===== src/rtl/tmcfg_pkg.sv =====
/*
 * Constants shared by the temperature monitor configuration registers:
 * pointer addresses, reset values, field positions and the ideality base.
 * Assumes nothing of its surroundings; imported by every design file.
 */
package tmcfg_pkg;

    // Pointer addresses
    localparam logic [7:0] TMCFG_PTR_HYST      = 8'h21;
    localparam logic [7:0] TMCFG_PTR_FAULT     = 8'h22;
    localparam logic [7:0] TMCFG_PTR_IDEAL     = 8'h23;
    localparam logic [7:0] TMCFG_PTR_AVG       = 8'h24;
    localparam logic [7:0] TMCFG_PTR_MAKER     = 8'hfe;

    // Values after reset
    localparam logic [7:0] TMCFG_HYST_RST      = 8'h0a;
    localparam logic [7:0] TMCFG_FAULT_RST     = 8'h01;
    localparam logic [7:0] TMCFG_IDEAL_RST     = 8'h00;
    localparam logic [1:0] TMCFG_AVG_RST       = 2'h0;

    // Field positions
    localparam int         TMCFG_TIMEOUT_BIT   = 7;
    localparam int         TMCFG_CNT_MSB       = 3;
    localparam int         TMCFG_CNT_LSB       = 1;
    localparam int         TMCFG_AVG_MSB       = 1;

    // Consecutive fault codes and counts
    localparam logic [2:0] TMCFG_CNT_CODE1     = 3'h0;
    localparam logic [2:0] TMCFG_CNT_CODE2     = 3'h1;
    localparam logic [2:0] TMCFG_CNT_CODE3     = 3'h3;
    localparam logic [2:0] TMCFG_CNT_CODE4     = 3'h7;

    // Averaging codes and sample counts
    localparam logic [1:0] TMCFG_AVG_CODE_OFF  = 2'h0;
    localparam logic [1:0] TMCFG_AVG_CODE_4    = 2'h1;
    localparam logic [1:0] TMCFG_AVG_CODE_8    = 2'h2;
    localparam logic [3:0] TMCFG_AVG_NUM_OFF   = 4'h0;
    localparam logic [3:0] TMCFG_AVG_NUM_4     = 4'h4;
    localparam logic [3:0] TMCFG_AVG_NUM_8     = 4'h8;

    // Ideality base term and widths
    localparam int         TMCFG_DEN_W         = 13;
    localparam logic [12:0] TMCFG_IDEAL_BASE   = 13'h0828;
    localparam int         TMCFG_RAW_W         = 16;

endpackage


===== src/rtl/tmcfg_scale.sv =====
/*
 * Remote ideality scaler: multiplies an absolute-temperature code by
 * (base + signed adjust) / base. Local codes pass untouched.
 * Assumes a combinational path; the caller registers the result.
 */
`timescale 1ns/100ps
module tmcfg_scale
    import tmcfg_pkg::*;
#(
    parameter int RAW_W = tmcfg_pkg::TMCFG_RAW_W
) (
    input  wire logic [RAW_W-1:0] raw_i,
    input  wire logic             remote_i,
    input  wire logic [7:0]       adjust_i,
    output logic      [RAW_W-1:0] result_o
);
    import tmcfg_pkg::*;

    localparam int PW = RAW_W + TMCFG_DEN_W;

    logic [TMCFG_DEN_W-1:0] den;
    logic [PW-1:0]          prod;
    logic [PW-1:0]          quo;

    always_comb begin
        den  = TMCFG_IDEAL_BASE + {{(TMCFG_DEN_W-8){adjust_i[7]}}, adjust_i};
        prod = {{TMCFG_DEN_W{1'b0}}, raw_i} * {{RAW_W{1'b0}}, den};
        quo  = prod / {{RAW_W{1'b0}}, TMCFG_IDEAL_BASE};
        if (!remote_i) begin
            result_o = raw_i;
        end else if (|quo[PW-1:RAW_W]) begin
            result_o = {RAW_W{1'b1}};
        end else begin
            result_o = quo[RAW_W-1:0];
        end
    end

endmodule


===== src/rtl/tmcfg_regs.sv =====
/*
 * Configuration and identification registers of the temperature monitor:
 * hysteresis, fault count with time-out enable, ideality correction,
 * averaging select, maker code; overtemperature and alert gating.
 * Assumes the bus engine decodes the pointer and gives one-cycle strobes.
 */
`timescale 1ns/100ps
// Contract
// - Hysteresis applied, one degree per step
// - Bit 7 enables bus time-out, reset off
// - Codes 0,1,3,7 need 1..4 faults
// - Ideality adjust is signed eight bits
// - Factor is 1.008*2088/(2088+adjust); code scales by (2088+adjust)/2088
// - Adjust resets zero, nominal factor
// - Adjust affects remote results only
// - Ideality adjust written/read at 23h
// - Averaging select bits 1:0, reset off
// - Read-only maker code at FEh
// - Hysteresis at 21h, reset 0Ah
// - Remote compared to overtemperature limit
module tmcfg_regs
    import tmcfg_pkg::*;
#(
    parameter logic [7:0] MAKER_CODE = 8'ha5,
    parameter int         RAW_W      = tmcfg_pkg::TMCFG_RAW_W
) (
    input  wire logic             sys_clk_i,
    input  wire logic             rst_i,
    input  wire logic [7:0]       reg_ptr_i,
    input  wire logic             reg_wr_i,
    input  wire logic             reg_rd_i,
    input  wire logic [7:0]       reg_wdata_i,
    output logic      [7:0]       reg_rdata_o,
    output logic                  reg_rvalid_o,
    input  wire logic             meas_done_i,
    input  wire logic             meas_remote_i,
    input  wire logic             out_of_limit_i,
    input  wire logic [RAW_W-1:0] meas_raw_i,
    input  wire logic [7:0]       remote_temp_i,
    input  wire logic [7:0]       overtemp_limit_i,
    output logic                  overtemp_output_o,
    output logic                  alert_o,
    output logic                  bus_timeout_enable_o,
    output logic      [7:0]       hysteresis_value_o,
    output logic      [7:0]       ideality_adjust_bits_o,
    output logic      [1:0]       averaging_select_o,
    output logic      [3:0]       averaging_count_o,
    output logic      [RAW_W-1:0] conv_result_o,
    output logic                  conv_valid_o,
    output logic                  conv_remote_o
);
    import tmcfg_pkg::*;

    // MAKER_CODE default is an arbitrary neutral value

    typedef struct packed {
        logic [7:0]       hyst;
        logic [7:0]       fault_cfg;
        logic [7:0]       ideal;
        logic [1:0]       avg;
        logic [3:0]       avg_num;
        logic [7:0]       rdata;
        logic             rvalid;
        logic [2:0]       fault_cnt;
        logic             alert;
        logic             overtemp;
        logic [RAW_W-1:0] conv;
        logic             conv_valid;
        logic             conv_remote;
    } tmcfg_state_t;

    tmcfg_state_t     st_reg;
    tmcfg_state_t     st_next;
    logic [RAW_W-1:0] scaled;
    logic [2:0]       need;
    logic [7:0]       clear_lvl;

    // Required consecutive faults for a count code
    function automatic logic [2:0] fault_need(input logic [2:0] code);
        case (code)
            TMCFG_CNT_CODE1: fault_need = 3'h1;
            TMCFG_CNT_CODE2: fault_need = 3'h2;
            TMCFG_CNT_CODE3: fault_need = 3'h3;
            TMCFG_CNT_CODE4: fault_need = 3'h4;
            default:         fault_need = 3'h1;
        endcase
    endfunction

    // Averaged sample count for a select code
    function automatic logic [3:0] avg_num(input logic [1:0] code);
        case (code)
            TMCFG_AVG_CODE_4: avg_num = TMCFG_AVG_NUM_4;
            TMCFG_AVG_CODE_8: avg_num = TMCFG_AVG_NUM_8;
            default:          avg_num = TMCFG_AVG_NUM_OFF;
        endcase
    endfunction

    tmcfg_scale #(
        .RAW_W    (RAW_W)
    ) u_scale (
        .raw_i    (meas_raw_i),
        .remote_i (meas_remote_i),
        .adjust_i (st_reg.ideal),
        .result_o (scaled)
    );

    always_comb begin
        st_next   = st_reg;
        need      = fault_need(st_reg.fault_cfg[TMCFG_CNT_MSB:TMCFG_CNT_LSB]);
        clear_lvl = (overtemp_limit_i > st_reg.hyst) ? overtemp_limit_i - st_reg.hyst : 8'h00;

        // Register writes
        if (reg_wr_i) begin
            case (reg_ptr_i)
                TMCFG_PTR_HYST:  st_next.hyst = reg_wdata_i;
                TMCFG_PTR_FAULT: st_next.fault_cfg = reg_wdata_i;
                TMCFG_PTR_IDEAL: st_next.ideal = reg_wdata_i;
                TMCFG_PTR_AVG: begin
                    st_next.avg     = reg_wdata_i[TMCFG_AVG_MSB:0];
                    st_next.avg_num = avg_num(reg_wdata_i[TMCFG_AVG_MSB:0]);
                end
                default: ;
            endcase
        end

        // Register reads, one cycle latency
        st_next.rvalid = reg_rd_i;
        if (reg_rd_i) begin
            case (reg_ptr_i)
                TMCFG_PTR_HYST:  st_next.rdata = st_reg.hyst;
                TMCFG_PTR_FAULT: st_next.rdata = st_reg.fault_cfg;
                TMCFG_PTR_IDEAL: st_next.rdata = st_reg.ideal;
                TMCFG_PTR_AVG:   st_next.rdata = {6'h00, st_reg.avg};
                TMCFG_PTR_MAKER: st_next.rdata = MAKER_CODE;
                default:         st_next.rdata = 8'h00;
            endcase
        end

        if (meas_done_i) begin
            if (out_of_limit_i) begin
                if (st_reg.fault_cnt + 3'h1 >= need) begin
                    st_next.alert     = 1'b1;
                    st_next.fault_cnt = need;
                end else begin
                    st_next.fault_cnt = st_reg.fault_cnt + 3'h1;
                end
            end else begin
                st_next.alert     = 1'b0;
                st_next.fault_cnt = 3'h0;
            end
        end

        if (meas_done_i && meas_remote_i) begin
            if (remote_temp_i >= overtemp_limit_i) begin
                st_next.overtemp = 1'b1;
            end else if (remote_temp_i <= clear_lvl) begin
                st_next.overtemp = 1'b0;
            end
        end

        st_next.conv_valid = meas_done_i;
        if (meas_done_i) begin
            st_next.conv        = scaled;
            st_next.conv_remote = meas_remote_i;
        end
    end

    always_ff @(posedge sys_clk_i or posedge rst_i) begin
        if (rst_i) begin
            st_reg             <= '0;
            st_reg.hyst        <= TMCFG_HYST_RST;
            st_reg.fault_cfg   <= TMCFG_FAULT_RST;
            st_reg.ideal       <= TMCFG_IDEAL_RST;
            st_reg.avg         <= TMCFG_AVG_RST;
            st_reg.avg_num     <= TMCFG_AVG_NUM_OFF;
        end else begin
            st_reg <= st_next;
        end
    end

    assign reg_rdata_o            = st_reg.rdata;
    assign reg_rvalid_o           = st_reg.rvalid;
    assign overtemp_output_o      = st_reg.overtemp;
    assign alert_o                = st_reg.alert;
    assign bus_timeout_enable_o   = st_reg.fault_cfg[TMCFG_TIMEOUT_BIT];
    assign hysteresis_value_o     = st_reg.hyst;
    assign ideality_adjust_bits_o = st_reg.ideal;
    assign averaging_select_o     = st_reg.avg;
    assign averaging_count_o      = st_reg.avg_num;
    assign conv_result_o          = st_reg.conv;
    assign conv_valid_o           = st_reg.conv_valid;
    assign conv_remote_o          = st_reg.conv_remote;
endmodule


===== config.mk =====
export PLATFORM = sky130hd
export DESIGN_NAME = tmcfg_regs
export DESIGN_NICKNAME = d
export VERILOG_FILES = /design/src/rtl/tmcfg_pkg.sv /design/src/rtl/tmcfg_scale.sv /design/src/rtl/tmcfg_regs.sv
export SDC_FILE = /design/constraint.sdc
export NUM_CORES = 1
export LEC_CHECK = 0
export ABC_CLOCK_PERIOD_IN_PS = 17300
export BUFFER_PORTS_ARGS = -buffer_cell sky130_fd_sc_hd__buf_4
export CAP_MARGIN = 0
export CORE_AREA = 10 10 191 193
export CTS_BUF_LIST = sky130_fd_sc_hd__clkbuf_16
export DETAILED_ROUTE_END_ITERATION = 10
export DIE_AREA = 0 0 201 203
export GPL_ROUTABILITY_DRIVEN = 0
export GPL_TIMING_DRIVEN = 0
export HOLD_SLACK_MARGIN = 0.03
export MAX_ROUTING_LAYER = met4
export PLACE_DENSITY_LB_ADDON = 0.08
export SETUP_SLACK_MARGIN = 0.15
export SYNTH_ARGS = -nofsm -noshare
export SYNTH_HDL_FRONTEND = slang
export SYNTH_SLANG_ARGS = --single-unit
export TNS_END_PERCENT = 30

===== constraint.sdc =====
create_clock -name sys_clk_i -period 17.3 [get_ports sys_clk_i]
set_input_delay 2.595 -clock sys_clk_i [delete_from_list [all_inputs] [get_ports sys_clk_i]]
set_output_delay 2.595 -clock sys_clk_i [all_outputs]
set_load 0.02 [all_outputs]

## After elaboration in Yosys (flattened, before gate mapping)

Index checks and enable logic that the tools add are counted.

- Add/subtract/negate cells: 3
- Multiply operators: 1
- Div/mod/pow operators: 1
- Magnitude comparators: 4
- Eq/ne operators: 11
- Mux-type cells: 11
- Reductions and logical operators: 9

Operators by type and width:

| cell | count |
|---|---|
| 8-bit case mux with 5 select lines | 1 |
| 8-bit by 6-bit equality test with 1-bit output (second input constant) | 4 |
| 16-bit 2-to-1 mux | 2 |
| 29-bit by 12-bit divider with 29-bit output (second input constant) | 1 |
| 16-bit by 13-bit multiplier with 29-bit output | 1 |
| 12-bit by 13-bit adder with 13-bit output (first input constant) | 1 |
| 13-bit OR reduction | 1 |
| 2-bit AND reduction | 6 |
| 3-bit case mux with 3 select lines | 1 |
| 8-bit equality test (second input constant) | 1 |
| 8-bit >= comparator | 1 |
| 8-bit > comparator | 1 |
| 8-bit <= comparator | 1 |
| 8-bit 2-to-1 mux | 1 |
| 4-bit case mux with 2 select lines | 1 |
| 8-bit subtractor | 1 |
| 4-bit 2-to-1 mux | 1 |
| 3-bit by 1-bit adder with 3-bit output (second input constant) | 1 |
| 3-bit by 1-bit equality test with 1-bit output (second input constant) | 1 |
| 3-bit by 2-bit equality test with 1-bit output (second input constant) | 1 |
| 3-bit equality test (second input constant) | 1 |
| 3-bit >= comparator | 1 |
| 1-bit 2-to-1 mux | 3 |
| 3-bit 2-to-1 mux | 1 |
| 5 further kinds | 5 |

- Bits in registers: 62
- Input bits: 55
- Word-level logic and storage cells: 53

## Longest topological paths before layout

- Depth after elaboration: 6
- Depth in mapped cells: 81

## By module

A second synthesis with hierarchy kept.

- Cells, all modules: 2220
- Area total of the unflattened synthesis: 17944.7 um^2

By module, submodules not included:

| module | times used | cells each | area each (um^2) | sequential area each (um^2) |
|---|---|---|---|---|
| tmcfg_scale | 1 | 1855 | 14051.0 | 0.0 |
| tmcfg_regs | 1 | 365 | 3893.7 | 1505.2 |

## Worst setup path before layout

OpenSTA, ideal clock, no wires.

- Kind: input to register
- Start point: input meas_raw_i[4]
- End point: register st_reg (netlist bit conv_result_o[0])
- Library setup time: 0.136 ns
- Arrival: 19.404 ns
- Required time: 17.164 ns
- Slack: -2.240 ns
- Cell stages on the path: 69
- Cells stage by stage: clkbuf_1 > and3_1 > fa_1 > fa_1 > fa_1 > fa_1 > inv_1 > fa_1 > inv_1 > ha_1 > buf_4 > nand4_1 > o221ai_1 > a31oi_1 > mux2_2 > and2_1 > buf_2 > o21ai_2 > [... 33 more ...] > or2_2 > a21o_1 > and2_1 > buf_6 > maj3_2 > a21oi_1 > a211oi_1 > or3_4 > o41ai_2 > a21oi_1 > o31ai_4 > nor4_1 > o311a_1 > o211a_1 > o311a_1 > a2111oi_0 > o2111a_1 > o311ai_1

- Longest elaborated chain between the ends: 5

Ends and longest elaborated chain:

| what | line | text |
|---|---|---|
| from (decl) | tmcfg_regs.sv:38 | `input wire logic [RAW_W-1:0] meas_raw_i,` |
| 16-bit by 13-bit multiplier with 29-bit output (*) | tmcfg_scale.sv:27 | `prod = {{TMCFG_DEN_W{1'b0}}, raw_i} * {{RAW_W{1'b0}}, den};` |
| 29-bit by 12-bit divider with 29-bit output (*) | tmcfg_scale.sv:28 | `quo = prod / {{RAW_W{1'b0}}, TMCFG_IDEAL_BASE};` |
| 13-bit OR reduction | tmcfg_scale.sv:31 | `end else if (\|quo[PW-1:RAW_W]) begin` |
| 16-bit 2-to-1 mux (*) | tmcfg_scale.sv:31 |  |
| 16-bit 2-to-1 mux (*) | tmcfg_scale.sv:29 | `if (!remote_i) begin` |
| to (signal assigned) | tmcfg_regs.sv:177 | `st_reg <= st_next;` |
| to (decl) | tmcfg_regs.sv:72 | `tmcfg_state_t st_reg;` |

Every way passes the cells marked *; elsewhere a longest branch is shown, timed or not.
A chain may end at the register's enable or synchronous reset.

## Worst setup path after layout

- Start point: input meas_raw_i[7]
- End point: register st_reg (netlist bit conv_result_o[0])

Same word-level chain as after synthesis.

==> results.sh <==
export IMPL_ys_seq_elements=60
export IMPL_finalCritPeriodShare_pct=116
export IMPL_min_from="averaging_count_o[3]"
export IMPL_outcome="finished with violations"
export IMPL_drt_total_wl_um=53000
export IMPL_drv_slew=0
export IMPL_num_rows=66
export IMPL_regToRegStartpoint="ideality_adjust_bits_o[3]"
export IMPL_min_period_ns=19.99
export IMPL_viasPerCell=6.11
export IMPL_numCtsBuffers=9
export IMPL_critical_path_class="input port to flop"
export IMPL_drtIter0Drc=1269
export IMPL_die_w_um=201
export IMPL_ys_seq_area_share_pct=8.81
export IMPL_core_area_sq_um=32500
export IMPL_clock_sinks=60
export IMPL_yosysTopAreaCell="fa_1"
export IMPL_tns_ns=-8.15
export IMPL_finalNetCount=2672
export IMPL_first_pass_iters=5
export IMPL_largest_register_ffs=16
export IMPL_top_level_ports=107
export IMPL_route_detailed_drc=0
export IMPL_clock_root_buffer="clkbuf_16"
export IMPL_clk_path_buf_depth=2
export IMPL_cp_arrival_ns=20.20
export IMPL_finalHoldViolations=0
export IMPL_pre_cts_ws_ns=-4.61
export IMPL_final_cell_area_sq_um=21000
export IMPL_final_fill_count=2820
export IMPL_syn2layout_area_growth_pct=23.1
export IMPL_insertion_delay_ns=0.34
export IMPL_worst_hold_slack_ns=0.485
export IMPL_required_ns=17.52
export IMPL_detail_route_wl_per_cell_um=18.9
export IMPL_syn_inst=2161
export IMPL_ys_warn_count=0
export IMPL_post_synth_top_count_cell="nand2_1"
export IMPL_crit_path_top_delay_cell="fa_1"
export IMPL_fmax_ghz=0.0500
export IMPL_setup_viol=5
export IMPL_max_slew_margin_rel_pct=38.4
export IMPL_syn_cell_area_sq_um=17100
export IMPL_tritoncts="done"
export IMPL_antenna_left=0
export IMPL_fin_ws_ns=-2.69
export IMPL_port_buffers=100
export IMPL_cts_hold_buf=0
export IMPL_cap_violations=0
export IMPL_grt_usage_pct=25.6
export IMPL_syn_area_per_cell_sq_um=7.91
export IMPL_clk_pin_slew_ns=0.06
export IMPL_die_h_um=203
export IMPL_start_util_pct=52.6
export IMPL_violations="setup timing"
export IMPL_grt_overflow=0
export IMPL_antenna_found_initial=0
export IMPL_synth_distinct_cells=122
export IMPL_grt_max_degree=43
export IMPL_synth_edff_count=0
export IMPL_min_path_type="flop to flop"
export IMPL_grt_pass1_wl_um=85800
export IMPL_max_stage_delay_ns=0.57
export IMPL_vias=17138
export IMPL_worstMarginPinSlew_ns=0.916
export IMPL_die_area_sq_um=40800
export IMPL_cp_start_kind="input port"
export IMPL_path_max_fanout=10
export IMPL_synthTopCellsByArea="fa_1, ha_1, dfrtp_1"
export IMPL_yosysTopAreaCellShare_pct=16.6
export IMPL_yosys_top_cells_count="nand2_1, inv_1, fa_1"
export IMPL_end_kind="flop"
export IMPL_hpwl_um=41500
export IMPL_ys_flop_type="dfrtp_1"
export IMPL_grt_pass1_vias=16756
export IMPL_fin_skew_ns=0.00664
export IMPL_async_reset_ff_share_pct=100
export IMPL_cp_startpoint="meas_raw_i[7]"
export IMPL_place_area_sq_um=19100
export IMPL_htreeDepth=3
export IMPL_grt_setup_unrepaired="true"
export IMPL_drive_gt1_share_pct=25.8
export IMPL_num_antenna_cells=0
-- timing repair --
item	CTS	global route
pin swaps	68	12
resized for setup	167	38
setup buffers	78	8
hold endpoints to repair	0	0
setup endpoints to repair	7	6
-- through the flow --
stage | util [%] | instances
2_1_floorplan | - | 2162
3_3_place_gp | 58.7 | 2704
3_5_place_dp | 58.8 | 2705
4_1_cts | 64.0 | 2799
5_1_grt | 64.8 | 2807
6_report | 64.8 | 2807
-- worst paths after layout --
kind,end,slack [ns],depth (start not counted)
min in group asynchronous,conv_result_o[4],2.27,2
max in group asynchronous,hysteresis_value_o[3],14.38,3
max,conv_result_o[0],-2.69,72
max reg2reg,conv_result_o[0],-2.39,74
min,averaging_count_o[3],0.49,2
min reg2reg,averaging_count_o[3],0.49,2
-- layer usage --
metal	vias to the layer above	part of all wire, %	global-route usage [%]
li1	8050	-	-
met1	8461	44	32.6
met2	546	49	43.0
met3	81	5.1	3.10
met4	0	1.7	5.52
met5	-	0	-
-- worst max-delay path, delay by kind of cell --
kind	cells	cell delay, ns
xor gates and xnor gates	3	0.51
and+or+nand+nor	20	4.82
muxes	1	0.27
buffers and inverters	13	1.78
AOI/OAI and AO/OA	28	7.02
adders and majority gates	7	3.19
-- cell families (layout without fill, tap and decap cells) --
logic type                 count (synthesis)  after routing  share of synthesized area, %
adders and majority gates                262            262                          25.4
and+or+nand+nor                          737            737                          22.2
muxes                                     70             70                          4.42
AOI/OAI and AO/OA                        591            591                          25.2
DFF                                       60             60                          8.81
other                                      1              2                        0.0219
buffers and inverters                    346            549                          9.04
xor gates and xnor gates                  94             94                          4.91
-- cell usage in the layout (no fill, tap or decap), types with 18 or more instances in the layout --
cell | Yosys | layout
o22ai_1 | 27 | 25
a31oi_1 | 29 | 20
nor3_1 | 43 | 33
a21o_1 | 40 | 39
and2_1 | 73 | 66
and3_1 | 25 | 21
nor2b_1 | 35 | 35
nand3_1 | 38 | 34
ha_1 | 115 | 113
o21ai_0 | 92 | 81
o21ai_1 | 30 | 23
a21oi_1 | 104 | 82
inv_1 | 210 | 209
a21oi_2 | 5 | 19
mux2_2 | 36 | 33
xor2_1 | 34 | 29
nand2_1 | 227 | 217
dfrtp_1 | 57 | 57
o31ai_1 | 21 | 18
buf_4 | 53 | 242
nand4_1 | 29 | 29
nor2_1 | 123 | 114
clkbuf_1 | 52 | 31
nand2b_1 | 51 | 50
o21a_1 | 23 | 22
fa_1 | 142 | 139
o211ai_1 | 21 | 21
xnor2_1 | 58 | 48
mux2i_1 | 31 | 23
-- cell type report --
type / count / area (sq um) / share of cell area, %
multi-input combinational: 1756 / 15500 / 73.5
sequential: 60 / 1510 / 7.16
timing repair buffer: 187 / 1420 / 6.75
buffer: 136 / 980 / 4.66
inverter: 210 / 788 / 3.75
tap: 442 / 553 / 2.63
clock buffer: 9 / 225 / 1.07
clock inverter: 7 / 98.8 / 0.470
Power is not shown: default switching activity piles up to over one toggle a cycle in this logic, so the estimate is an artifact.
